`src/swt_pkg.sv`:
```
package swt_pkg;

  // ****************************************************************
  // Time base
  // ****************************************************************
  localparam int CLK_HZ = 100_000_000;
  localparam int OSC_HZ = 10_240;
  localparam int MS_PER_S = 1000;
  // Nominal oscillator period in system clocks, rounded down
  localparam int OSC_DIV_CYC = CLK_HZ / OSC_HZ;
  localparam int DIV_W = 14;

  // ****************************************************************
  // Interval lengths
  // ****************************************************************
  localparam int CNT_W = 15;
  localparam int T_RST_NOM_MS = 200;
  localparam int T_SHORT_INT_MS = 100;
  localparam int T_LONG_INT_MS = 1600;
  localparam logic [CNT_W-1:0] TK_RST_INT =
    CNT_W'(T_RST_NOM_MS * OSC_HZ / MS_PER_S);
  localparam logic [CNT_W-1:0] TK_SHORT_INT =
    CNT_W'(T_SHORT_INT_MS * OSC_HZ / MS_PER_S);
  localparam logic [CNT_W-1:0] TK_LONG_INT =
    CNT_W'(T_LONG_INT_MS * OSC_HZ / MS_PER_S);
  localparam logic [CNT_W-1:0] TK_SHORT_EXT = 15'h0400;
  localparam logic [CNT_W-1:0] TK_LONG_EXT = 15'h1000;
  localparam logic [CNT_W-1:0] TK_RST_EXT = 15'h0800;

  // ****************************************************************
  // Reset values and states
  // ****************************************************************
  localparam logic [CNT_W-1:0] CNT_RST = 15'h0000;
  localparam logic [DIV_W-1:0] DIV_RST = 14'h0000;

  typedef enum logic [3:0] {
    ST_HOLD = 4'b0001,
    ST_RST = 4'b0010,
    ST_LONG = 4'b0100,
    ST_SHORT = 4'b1000
  } swt_state_t;

endpackage

```
`src/swt_edge_if.sv`:
```
`timescale 1ns/1ns
interface swt_edge_if;
  logic raw;
  logic level;
  logic toggle;
  logic rise;
  modport det (
    input raw,
    output level,
    output toggle,
    output rise
  );
  modport cons (
    output raw,
    input level,
    input toggle,
    input rise
  );
endinterface

```
`src/swt_edge.sv`:
```
`timescale 1ns/1ns
module swt_edge (
  input wire logic i_clk,
  input wire logic i_rst,
  swt_edge_if.det port
);
  logic s1_reg;
  logic s2_reg;
  logic s3_reg;
  logic s1_next;
  logic s2_next;
  logic s3_next;

  always_comb begin
    s1_next = port.raw;
    s2_next = s1_reg;
    s3_next = s2_reg;
  end

  always_ff @(posedge i_clk or posedge i_rst) begin
    if (i_rst) begin
      s1_reg <= 1'b0;
      s2_reg <= 1'b0;
      s3_reg <= 1'b0;
    end else begin
      s1_reg <= s1_next;
      s2_reg <= s2_next;
      s3_reg <= s3_next;
    end
  end

  // Edges only from the second stage onward
  assign port.level = s2_reg;
  assign port.toggle = s2_reg ^ s3_reg;
  assign port.rise = s2_reg & ~s3_reg;
endmodule // swt_edge

```
`src/swt_watchdog.sv`:
```
// Function
// - Missed kick drives reset low, interval
// - Long timeout applies right after reset
// - Short timeout only after first kick
// - Basic variant: one fixed long timeout
// - Timeout restarts when reset goes inactive
// - Either kick edge clears the counter
// - Stuck kick repeats reset every long period
// - Floating kick input disables the watchdog
// - Power low disables the watchdog timer
// - Extended variant: expired output low until next kick
// - Power low forces expired output high
// - External clock: 1024/4096/2048 clocks
// - Internal oscillator: fixed 200ms reset
// - Timebase input picks 100ms or 1.6s
// - Internal periods counted at 10.24kHz
`timescale 1ns/1ns
module swt_watchdog
  import swt_pkg::*;
#(
  parameter bit p_extended = 1'b1,
  parameter int unsigned p_osc_div = OSC_DIV_CYC
) (
  input wire logic i_clk,
  input wire logic i_rst,
  input wire logic i_kick_input,
  input wire logic i_kick_float,
  input wire logic i_timebase_select,
  input wire logic i_select_float,
  input wire logic i_timebase_input,
  input wire logic i_timebase_float,
  input wire logic i_power_low,
  output logic o_reset_n,
  output logic o_expired_output_n
);

  // ****************************************************************
  // Input edge detection
  // ****************************************************************
  swt_edge_if kick_if ();
  swt_edge_if tb_if ();

  assign kick_if.raw = i_kick_input;
  assign tb_if.raw = i_timebase_input;

  swt_edge u_kick_edge (
    .i_clk(i_clk),
    .i_rst(i_rst),
    .port(kick_if.det)
  );

  // External clock passes the same three stages as the kick
  swt_edge u_tb_edge (
    .i_clk(i_clk),
    .i_rst(i_rst),
    .port(tb_if.det)
  );

  // ****************************************************************
  // Time base
  // ****************************************************************
  localparam logic [DIV_W-1:0] DIV_LAST = DIV_W'(p_osc_div - 1);

  logic [DIV_W-1:0] div_reg;
  logic [DIV_W-1:0] div_next;
  logic ext_mode;
  logic tb_high;
  logic tick;

  always_comb begin
    if (div_reg == DIV_LAST) begin
      div_next = DIV_RST;
    end else begin
      div_next = div_reg + 14'h0001;
    end
  end

  always_ff @(posedge i_clk or posedge i_rst) begin
    if (i_rst) begin
      div_reg <= DIV_RST;
    end else begin
      div_reg <= div_next;
    end
  end

  // Floating select or timebase pins read as high
  assign ext_mode = p_extended & ~(i_timebase_select | i_select_float);
  assign tb_high = tb_if.level | i_timebase_float;
  assign tick = ext_mode ? tb_if.rise : (div_reg == DIV_LAST);

  // ****************************************************************
  // Interval selection
  // ****************************************************************
  logic [CNT_W-1:0] lim_rst;
  logic [CNT_W-1:0] lim_long;
  logic [CNT_W-1:0] lim_short;

  always_comb begin
    if (!p_extended) begin
      lim_rst = TK_RST_INT;
      lim_long = TK_LONG_INT;
      lim_short = TK_LONG_INT;
    end else if (ext_mode) begin
      lim_rst = TK_RST_EXT;
      lim_long = TK_LONG_EXT;
      lim_short = TK_SHORT_EXT;
    end else begin
      lim_rst = TK_RST_INT;
      lim_long = TK_LONG_INT;
      lim_short = tb_high ? TK_LONG_INT : TK_SHORT_INT;
    end
  end

  // ****************************************************************
  // Watchdog sequencer
  // ****************************************************************
  swt_state_t state_reg;
  swt_state_t state_next;
  logic [CNT_W-1:0] cnt_reg;
  logic [CNT_W-1:0] cnt_next;
  logic rst_n_reg;
  logic rst_n_next;
  logic exp_n_reg;
  logic exp_n_next;
  logic [CNT_W-1:0] lim_wd;

  assign lim_wd = (state_reg == ST_LONG) ? lim_long : lim_short;

  always_comb begin
    state_next = state_reg;
    cnt_next = cnt_reg;
    rst_n_next = rst_n_reg;
    exp_n_next = exp_n_reg;
    if (i_power_low) begin
      state_next = ST_HOLD;
      cnt_next = CNT_RST;
      rst_n_next = 1'b0;
      exp_n_next = 1'b1;
    end else begin
      // Any kick edge on a driven (not floating) kick input releases the expired flag, even during reset
      if (kick_if.toggle && !i_kick_float) begin
        exp_n_next = 1'b1;
      end
      case (state_reg)
        ST_HOLD: begin
          state_next = ST_RST;
          cnt_next = CNT_RST;
          rst_n_next = 1'b0;
        end
        ST_RST: begin
          rst_n_next = 1'b0;
          if (tick) begin
            if (cnt_reg == lim_rst - 15'h0001) begin
              state_next = ST_LONG;
              cnt_next = CNT_RST;
              rst_n_next = 1'b1;
            end else begin
              cnt_next = cnt_reg + 15'h0001;
            end
          end
        end
        ST_LONG, ST_SHORT: begin
          if (i_kick_float) begin
            cnt_next = CNT_RST;
          end else if (kick_if.toggle) begin
            cnt_next = CNT_RST;
            state_next = ST_SHORT;
          end else if (tick) begin
            if (cnt_reg == lim_wd - 15'h0001) begin
              state_next = ST_RST;
              cnt_next = CNT_RST;
              rst_n_next = 1'b0;
              exp_n_next = ~p_extended;
            end else begin
              cnt_next = cnt_reg + 15'h0001;
            end
          end
        end
        default: begin
          state_next = ST_RST;
          cnt_next = CNT_RST;
          rst_n_next = 1'b0;
        end
      endcase
    end
  end

  // Power-on starts with a full reset-active interval
  always_ff @(posedge i_clk or posedge i_rst) begin
    if (i_rst) begin
      state_reg <= ST_RST;
      cnt_reg <= CNT_RST;
      rst_n_reg <= 1'b0;
      exp_n_reg <= 1'b1;
    end else begin
      state_reg <= state_next;
      cnt_reg <= cnt_next;
      rst_n_reg <= rst_n_next;
      exp_n_reg <= exp_n_next;
    end
  end

  assign o_reset_n = rst_n_reg;
  assign o_expired_output_n = exp_n_reg;

endmodule // swt_watchdog

```
`config.mk`:
```
export PLATFORM = sky130hd
export DESIGN_NAME = swt_watchdog
export DESIGN_NICKNAME = d
export VERILOG_FILES = /design/src/swt_pkg.sv /design/src/swt_edge_if.sv /design/src/swt_edge.sv /design/src/swt_watchdog.sv
export SDC_FILE = /design/constraint.sdc
export NUM_CORES = 1
export LEC_CHECK = 0
export ABC_CLOCK_PERIOD_IN_PS = 3060
export BUFFER_PORTS_ARGS = -buffer_cell sky130_fd_sc_hd__buf_2
export CAP_MARGIN = 20
export CORE_MARGIN = 2
export CORE_UTILIZATION = 60
export DETAILED_ROUTE_END_ITERATION = 10
export GPL_TIMING_DRIVEN = 0
export PLACE_DENSITY_LB_ADDON = 0.3
export RECOVER_POWER = 25
export SLEW_MARGIN = 15
export SYNTH_ARGS = -nofsm -noshare
export SYNTH_HDL_FRONTEND = slang
export SYNTH_HIERARCHICAL = 1
export SYNTH_SLANG_ARGS = --single-unit
```
`constraint.sdc`:
```
create_clock -name i_clk -period 3.06 [get_ports i_clk]
set_input_delay 0.153 -clock i_clk [delete_from_list [all_inputs] [get_ports i_clk]]
set_output_delay 0.153 -clock i_clk [all_outputs]
set_load 0.005 [all_outputs]
```
==> run metrics, run 1 <==
register clock-pin slew on the reported worst setup and hold paths 0.13 ns; Final Cycle Share 85.11%; Net Sw Frac 22.25%; DRT Pass-1 Iters 7; DP HPWL 3.138 mm; die height 64.24 um; critical-path cell list nand2b_1 > or4_1 > a221oi_1 > buf_2 > buf_2 > mux2i_1 > nor2_1; crit path kind reg -> reg; first-pass GRT wire length 8.169 mm; Comb pwr share 7.3%; clock root buffer clkbuf_4; worst hold slack 0.03618 ns; area of the die 4126 sq um; Worst Hold Class in -> reg; CP startpoint kind flop; # nets final 265; clock network fraction of design power 40.3%; RSZ-0062 raised after global routing no; Antenna Nets Post-Route 0; number of global-route vias before repair 1771; antenna violations before repair 0; Residual DRC 0; TritonCTS Buffers 5; CP max FO 10; TritonCTS clock tree yes; Int Power 830.8 uW; Area Growth Syn to Fin 10.92%; DR vias/cell 6.077; number of flip-flops in the largest register 15; Final Critical Period 2.604 ns; Post-Syn Nets 245; measured slew at the worst slew-check pin 1.310 ns; endpoints failing setup 0; Max Clk Rate 384.0 MHz; Die W 64.24 um; met3 wire length 178 um; CTS Buffer Depth 2; Starting Density 63.74%; GRT Util Overall 25.49%; pins over their slew limit 0; slowest stage delay, CP 0.53 ns; Total Routed Length 4.555 mm; Routed met1 length 2.101 mm; Via Count 1811; Max Cap Viol 0; Max-slew headroom 12.60%; share of layout cells above drive strength 1 10.71%; IO Pins 11; highest metal used met4; later-pin clock latency in the skew report 0.35 ns; Antenna diodes 0; PwrDens 442.5 nW/um^2; clk sink count 41; CP Capture Type flop; core area 3416 sq um; met2 wire length 2.206 mm; Final Hold Fails 0; status finished clean; peak supply drop 0.0003494 V; Lkg Pwr 0.9695 nW; Wirelength per Cell 15.29 um; GR Overflow Total 0; Synth Instances 231; Seq pwr share 52.4%; CP max stage cell or4_1; Synth Cell Area 2177 sq um; largest net degree at the start of global routing 36; skew final 0.01833 ns; row cnt 21; setup TNS 0 ns; DR iter-0 viols 118; Worst EP arrival 2.84 ns; postcts setup bufs 0; RePlAce Congestion 0.8296; I/O Buffers 10; switching pwr 237.8 uW; Synth warnings 6; Mapped Avg Cell Area 9.425 sq um; Top cell by count, worst path buf_2; CTS resizes 0; H-tree Lvls 2; worst path required time 3.29 ns
worst max-delay path: cells and delay by family, from the launching register on:
family | cells | cell delay, ns
DFF | 1 | 0.49
AOI/OAI and AO/OA | 1 | 0.48
buffers and inverters | 2 | 0.54
muxes | 1 | 0.21
and+or+nand+nor | 3 | 0.77
layout make-up:
type | count | area [sq um]
flip-flops and latches | 41 | 1028
clock inverters | 3 | 65.06
plain buffers | 6 | 27.53
well taps | 46 | 57.56
repair buffers | 13 | 77.57
multi-input cells | 170 | 1069
inverters | 14 | 52.55
clock buffers | 5 | 37.54
fillers | 269 | 1001
power groups by stage:
stage	registers [mW]	clock network (mW)	logic, mW
final	0.560	0.430	0.0782
after global routing	0.562	0.462	0.0893
after CTS	0.560	0.438	0.0796
after detailed placement	0.570	0	0.0754
after global placement	0.570	0	0.0736
after floorplan	0.568	0	0.0518
what timing repair did:
action	4_1_cts	5_1_grt
setup endpoints to repair	0	0
hold buffers	3	0
endpoints found under the hold margin	41	0
metrics by stage:
| stage | setup slack, ns | area (sq um) | util (%) | power [mW] | cells |
|---|---|---|---|---|---|
| 3_5_place_dp | 0.5263 | 2285 | 66.89 | 0.6458 | 287 |
| 6_report | 0.4555 | 2415 | 70.70 | 1.069 | 298 |
| 4_1_cts | 0.4582 | 2417 | 70.77 | 1.078 | 298 |
| 2_1_floorplan | 0.8186 | 2177 | - | 0.6199 | 231 |
| 3_3_place_gp | 0.5486 | 2285 | 66.89 | 0.6432 | 287 |
| 5_1_grt | 0.3075 | 2415 | 70.70 | 1.113 | 298 |
path summary, 6_finish.rpt:
path                                        from              endpoint  slack, ns  depth (start not counted)
worst min-delay path                i_kick_float          state_reg[1]       0.04                          2
max in group asynchronous                  i_rst            div_reg[3]       1.55                          3
worst min register to register  u_tb_edge/s1_reg  u_tb_edge/port.level       0.36                          0
worst max register to register      state_reg[3]            cnt_reg[1]       0.46                          7
min in group asynchronous                  i_rst    u_kick_edge/s3_reg       0.21                          3
worst max-delay path                state_reg[3]            cnt_reg[1]       0.46                          7
routing by layer:
| metal | GRT usage (%) | vias up |
|---|---|---|
| met3 | 5.986 | 7 |
| met2 | 40.10 | 44 |
| li1 | - | 885 |
| met5 | 0 | - |
| met4 | 9.309 | 0 |
| met1 | 34.49 | 875 |
layout by cell type (no fill, tap or decap), drive strengths merged, types with 2 or more instances in the layout:
cell type and count:
a211oi 3, a21oi 19, a221oi 2, and2 3, and3 2, buf 12
bufinv 2, clkbuf 9, dfrtp 39, dfstp 2, dlygate4sd3 3, ha 5
inv 14, nand2 19, nand2b 3, nand3 11, nand3b 3, nand4 3
nor2 17, nor2b 2, nor3 8, nor4 3, nor4b 2, o21ai 9
o31ai 8, or2 2, or3 9, or4 9, or4b 3, xnor2 6
xor2 6
No activity file was read; power rests on OpenSTA's default activity.
==> run 2, diff against run 1 <==
--- a/config.mk
+++ b/config.mk
@@ -8,8 +8,10 @@
 export ABC_CLOCK_PERIOD_IN_PS = 3060
 export BUFFER_PORTS_ARGS = -buffer_cell sky130_fd_sc_hd__buf_2
 export CAP_MARGIN = 20
+export CELL_PAD_IN_SITES_DETAIL_PLACEMENT = 0
+export CELL_PAD_IN_SITES_GLOBAL_PLACEMENT = 1
 export CORE_MARGIN = 2
-export CORE_UTILIZATION = 60
+export CORE_UTILIZATION = 47
 export DETAILED_ROUTE_END_ITERATION = 10
 export GPL_TIMING_DRIVEN = 0
 export PLACE_DENSITY_LB_ADDON = 0.3
==> run metrics, run 2 (same netlist as run 1, synthesis figures left out) <==
status finished clean; worst slack, placed 0.4882 ns (-0.03818 ns); Area Growth Syn to Fin 12.70%; Max-slew headroom 10.88% (-1.7 points); WP buf/inv 2 (unchanged); Worst Hold Class in -> reg; peak supply drop 0.0002797 V (-20%); GRT Util Overall 18.82% (-6.7 points); register clock-pin slew on the reported worst setup and hold paths 0.08 ns (-0.05 ns); pins over their slew limit 0 (unchanged); later-pin clock latency in the skew report 0.29 ns (-0.06 ns); Die W 72.06 um (+12%); Final Critical Period 2.585 ns (-0.01953 ns); CP Capture Type flop; number of flip-flops in the largest register 15 (unchanged); GR Overflow Total 0 (unchanged); crit path kind reg -> reg; clock root buffer clkbuf_8; area of the die 5193 sq um (+26%); IO Pins 11 (unchanged); commonest non-fill, non-tap cell in the layout dfrtp_1; slowest stage delay, CP 0.51 ns (-0.02 ns); RePlAce Congestion 0.8160 (-1.6%); PwrDens 469.1 nW/um^2 (+6.0%); # nets final 265 (unchanged); Final Cycle Share 84.48% (-0.64 points); I/O Buffers 10 (unchanged); skew final 0.007891 ns (-0.01044 ns); CTS resizes 0 (unchanged); Max Clk Rate 386.9 MHz (+0.76%); fillcell total 426 (+58%); Wirelength per Cell 14.15 um (-7.4%); TritonCTS Buffers 5 (unchanged); Lkg Pwr 0.9810 nW (+1.2%); Final WS setup 0.4750 ns (+0.01953 ns); row cnt 24 (+14%); Top cell by count, worst path buf_2; Residual DRC 0 (unchanged); TritonCTS clock tree yes; Final Util 55.58% (-15 points); core area 4414 sq um (+29%); worst path required time 3.23 ns (-0.06 ns); number of global-route vias before repair 1737 (-1.9%); share of layout cells above drive strength 1 10.32% (-0.40 points); CP max stage cell or4_1; critical-path cell list nand2b_1 > or4_1 > a221oi_1 > buf_2 > buf_2 > mux2i_1 > nor2_1; RSZ-0062 raised after global routing no; endpoints failing setup 0 (unchanged); Total Routed Length 4.301 mm (-5.6%); DR vias/cell 5.717 (-5.9%); die height 72.06 um (+12%); Worst EP arrival 2.76 ns (-0.08 ns); clk sink count 41 (unchanged); CTS Buffer Depth 2 (unchanged); Antenna diodes 0 (unchanged); Seq. cell area 1028 sq um (unchanged); first-pass GRT wire length 7.686 mm (-5.9%); H-tree Lvls 2 (unchanged); postcts setup bufs 0 (unchanged); measured slew at the worst slew-check pin 1.335 ns (+0.02579 ns); worst hold slack 0.09912 ns (+0.06294 ns); largest net degree at the start of global routing 36 (unchanged); CP max FO 10 (unchanged); antenna violations before repair 0 (unchanged); PnR Total Power 1.151 mW (+7.7%); Final Hold Fails 0 (unchanged); DRT Pass-1 Iters 4 (-3); Starting Density 49.32% (-14 points); area of the multi-input gates 1069 sq um (unchanged); CP startpoint kind flop; Max Cap Viol 0 (unchanged); most frequent cells in the layout dfrtp_1 (39), nand2_1 (19), a21oi_1 (18), nor2_1 (17), inv_1 (14); Antenna Nets Post-Route 0 (unchanged); DP HPWL 3.094 mm (-1.4%); DR iter-0 viols 83 (-30%); Via Count 1738 (-4.0%); setup TNS 0 ns (unchanged); CP delay by family, top simple AND/OR/NAND/NOR gates
run 2: cell counts in the layout (fill, tap and decap cells not counted):
No cell type changed its count.
run 2: report_power, final:
group	internal, mW	switching (mW)	total, mW
Sequential	0.552	0.00806	0.560
Clock	0.324	0.191	0.515
Combinational	0.0256	0.0507	0.0763
run 2: area by class of cell:
type,count,share of cell area (%)
clock inverter,3,2.652
tap,52,2.652
sequential,41,41.92
clock buffer,5,2.805
timing repair buffer,13,3.162
buffer,6,1.122
multi-input combinational,170,43.55
inverter,14,2.142
run 2: per-stage QoR:
stage / area, sq um / std cells
6_report: 2454 / 304
5_1_grt: 2454 / 304
4_1_cts: 2456 / 304
3_5_place_dp: 2292 / 293
3_3_place_gp: 2292 / 293
2_1_floorplan: 2177 / 231
run 2: repair_timing:
item / CTS / global route
endpoints found under the hold margin: 8 / 0
hold buffers: 3 / 0
setup endpoints to repair: 0 / 0
run 2: final timing paths:
check / start / to / slack (ns) / depth (start not counted)
setup / recovery: state_reg[3] / cnt_reg[1] / 0.48 / 7
hold / removal: i_kick_float / state_reg[1] / 0.1 / 2
setup reg to reg: state_reg[3] / cnt_reg[1] / 0.48 / 7
hold reg to reg: u_kick_edge/s1_reg / u_kick_edge/port.level / 0.35 / 0
max in group asynchronous: i_rst / cnt_reg[1] / 1.46 / 3
min in group asynchronous: i_rst / u_kick_edge/s1_reg / 0.28 / 3
run 2: metal layers:
layer	part of all wire (%)	track usage, %
met1	49	24.55
met2	47	31.29
met3	3.1	4.306
met4	0.88	5.660
met5	0	0
run 2: worst register-to-register path, stage by stage, from the launching register on:
cell      delay (ns)
dfrtp_1         0.47
nand2b_1        0.19
or4_1           0.51
a221oi_1        0.51
buf_2           0.29
buf_2           0.24
mux2i_1         0.20
nor2_1          0.05
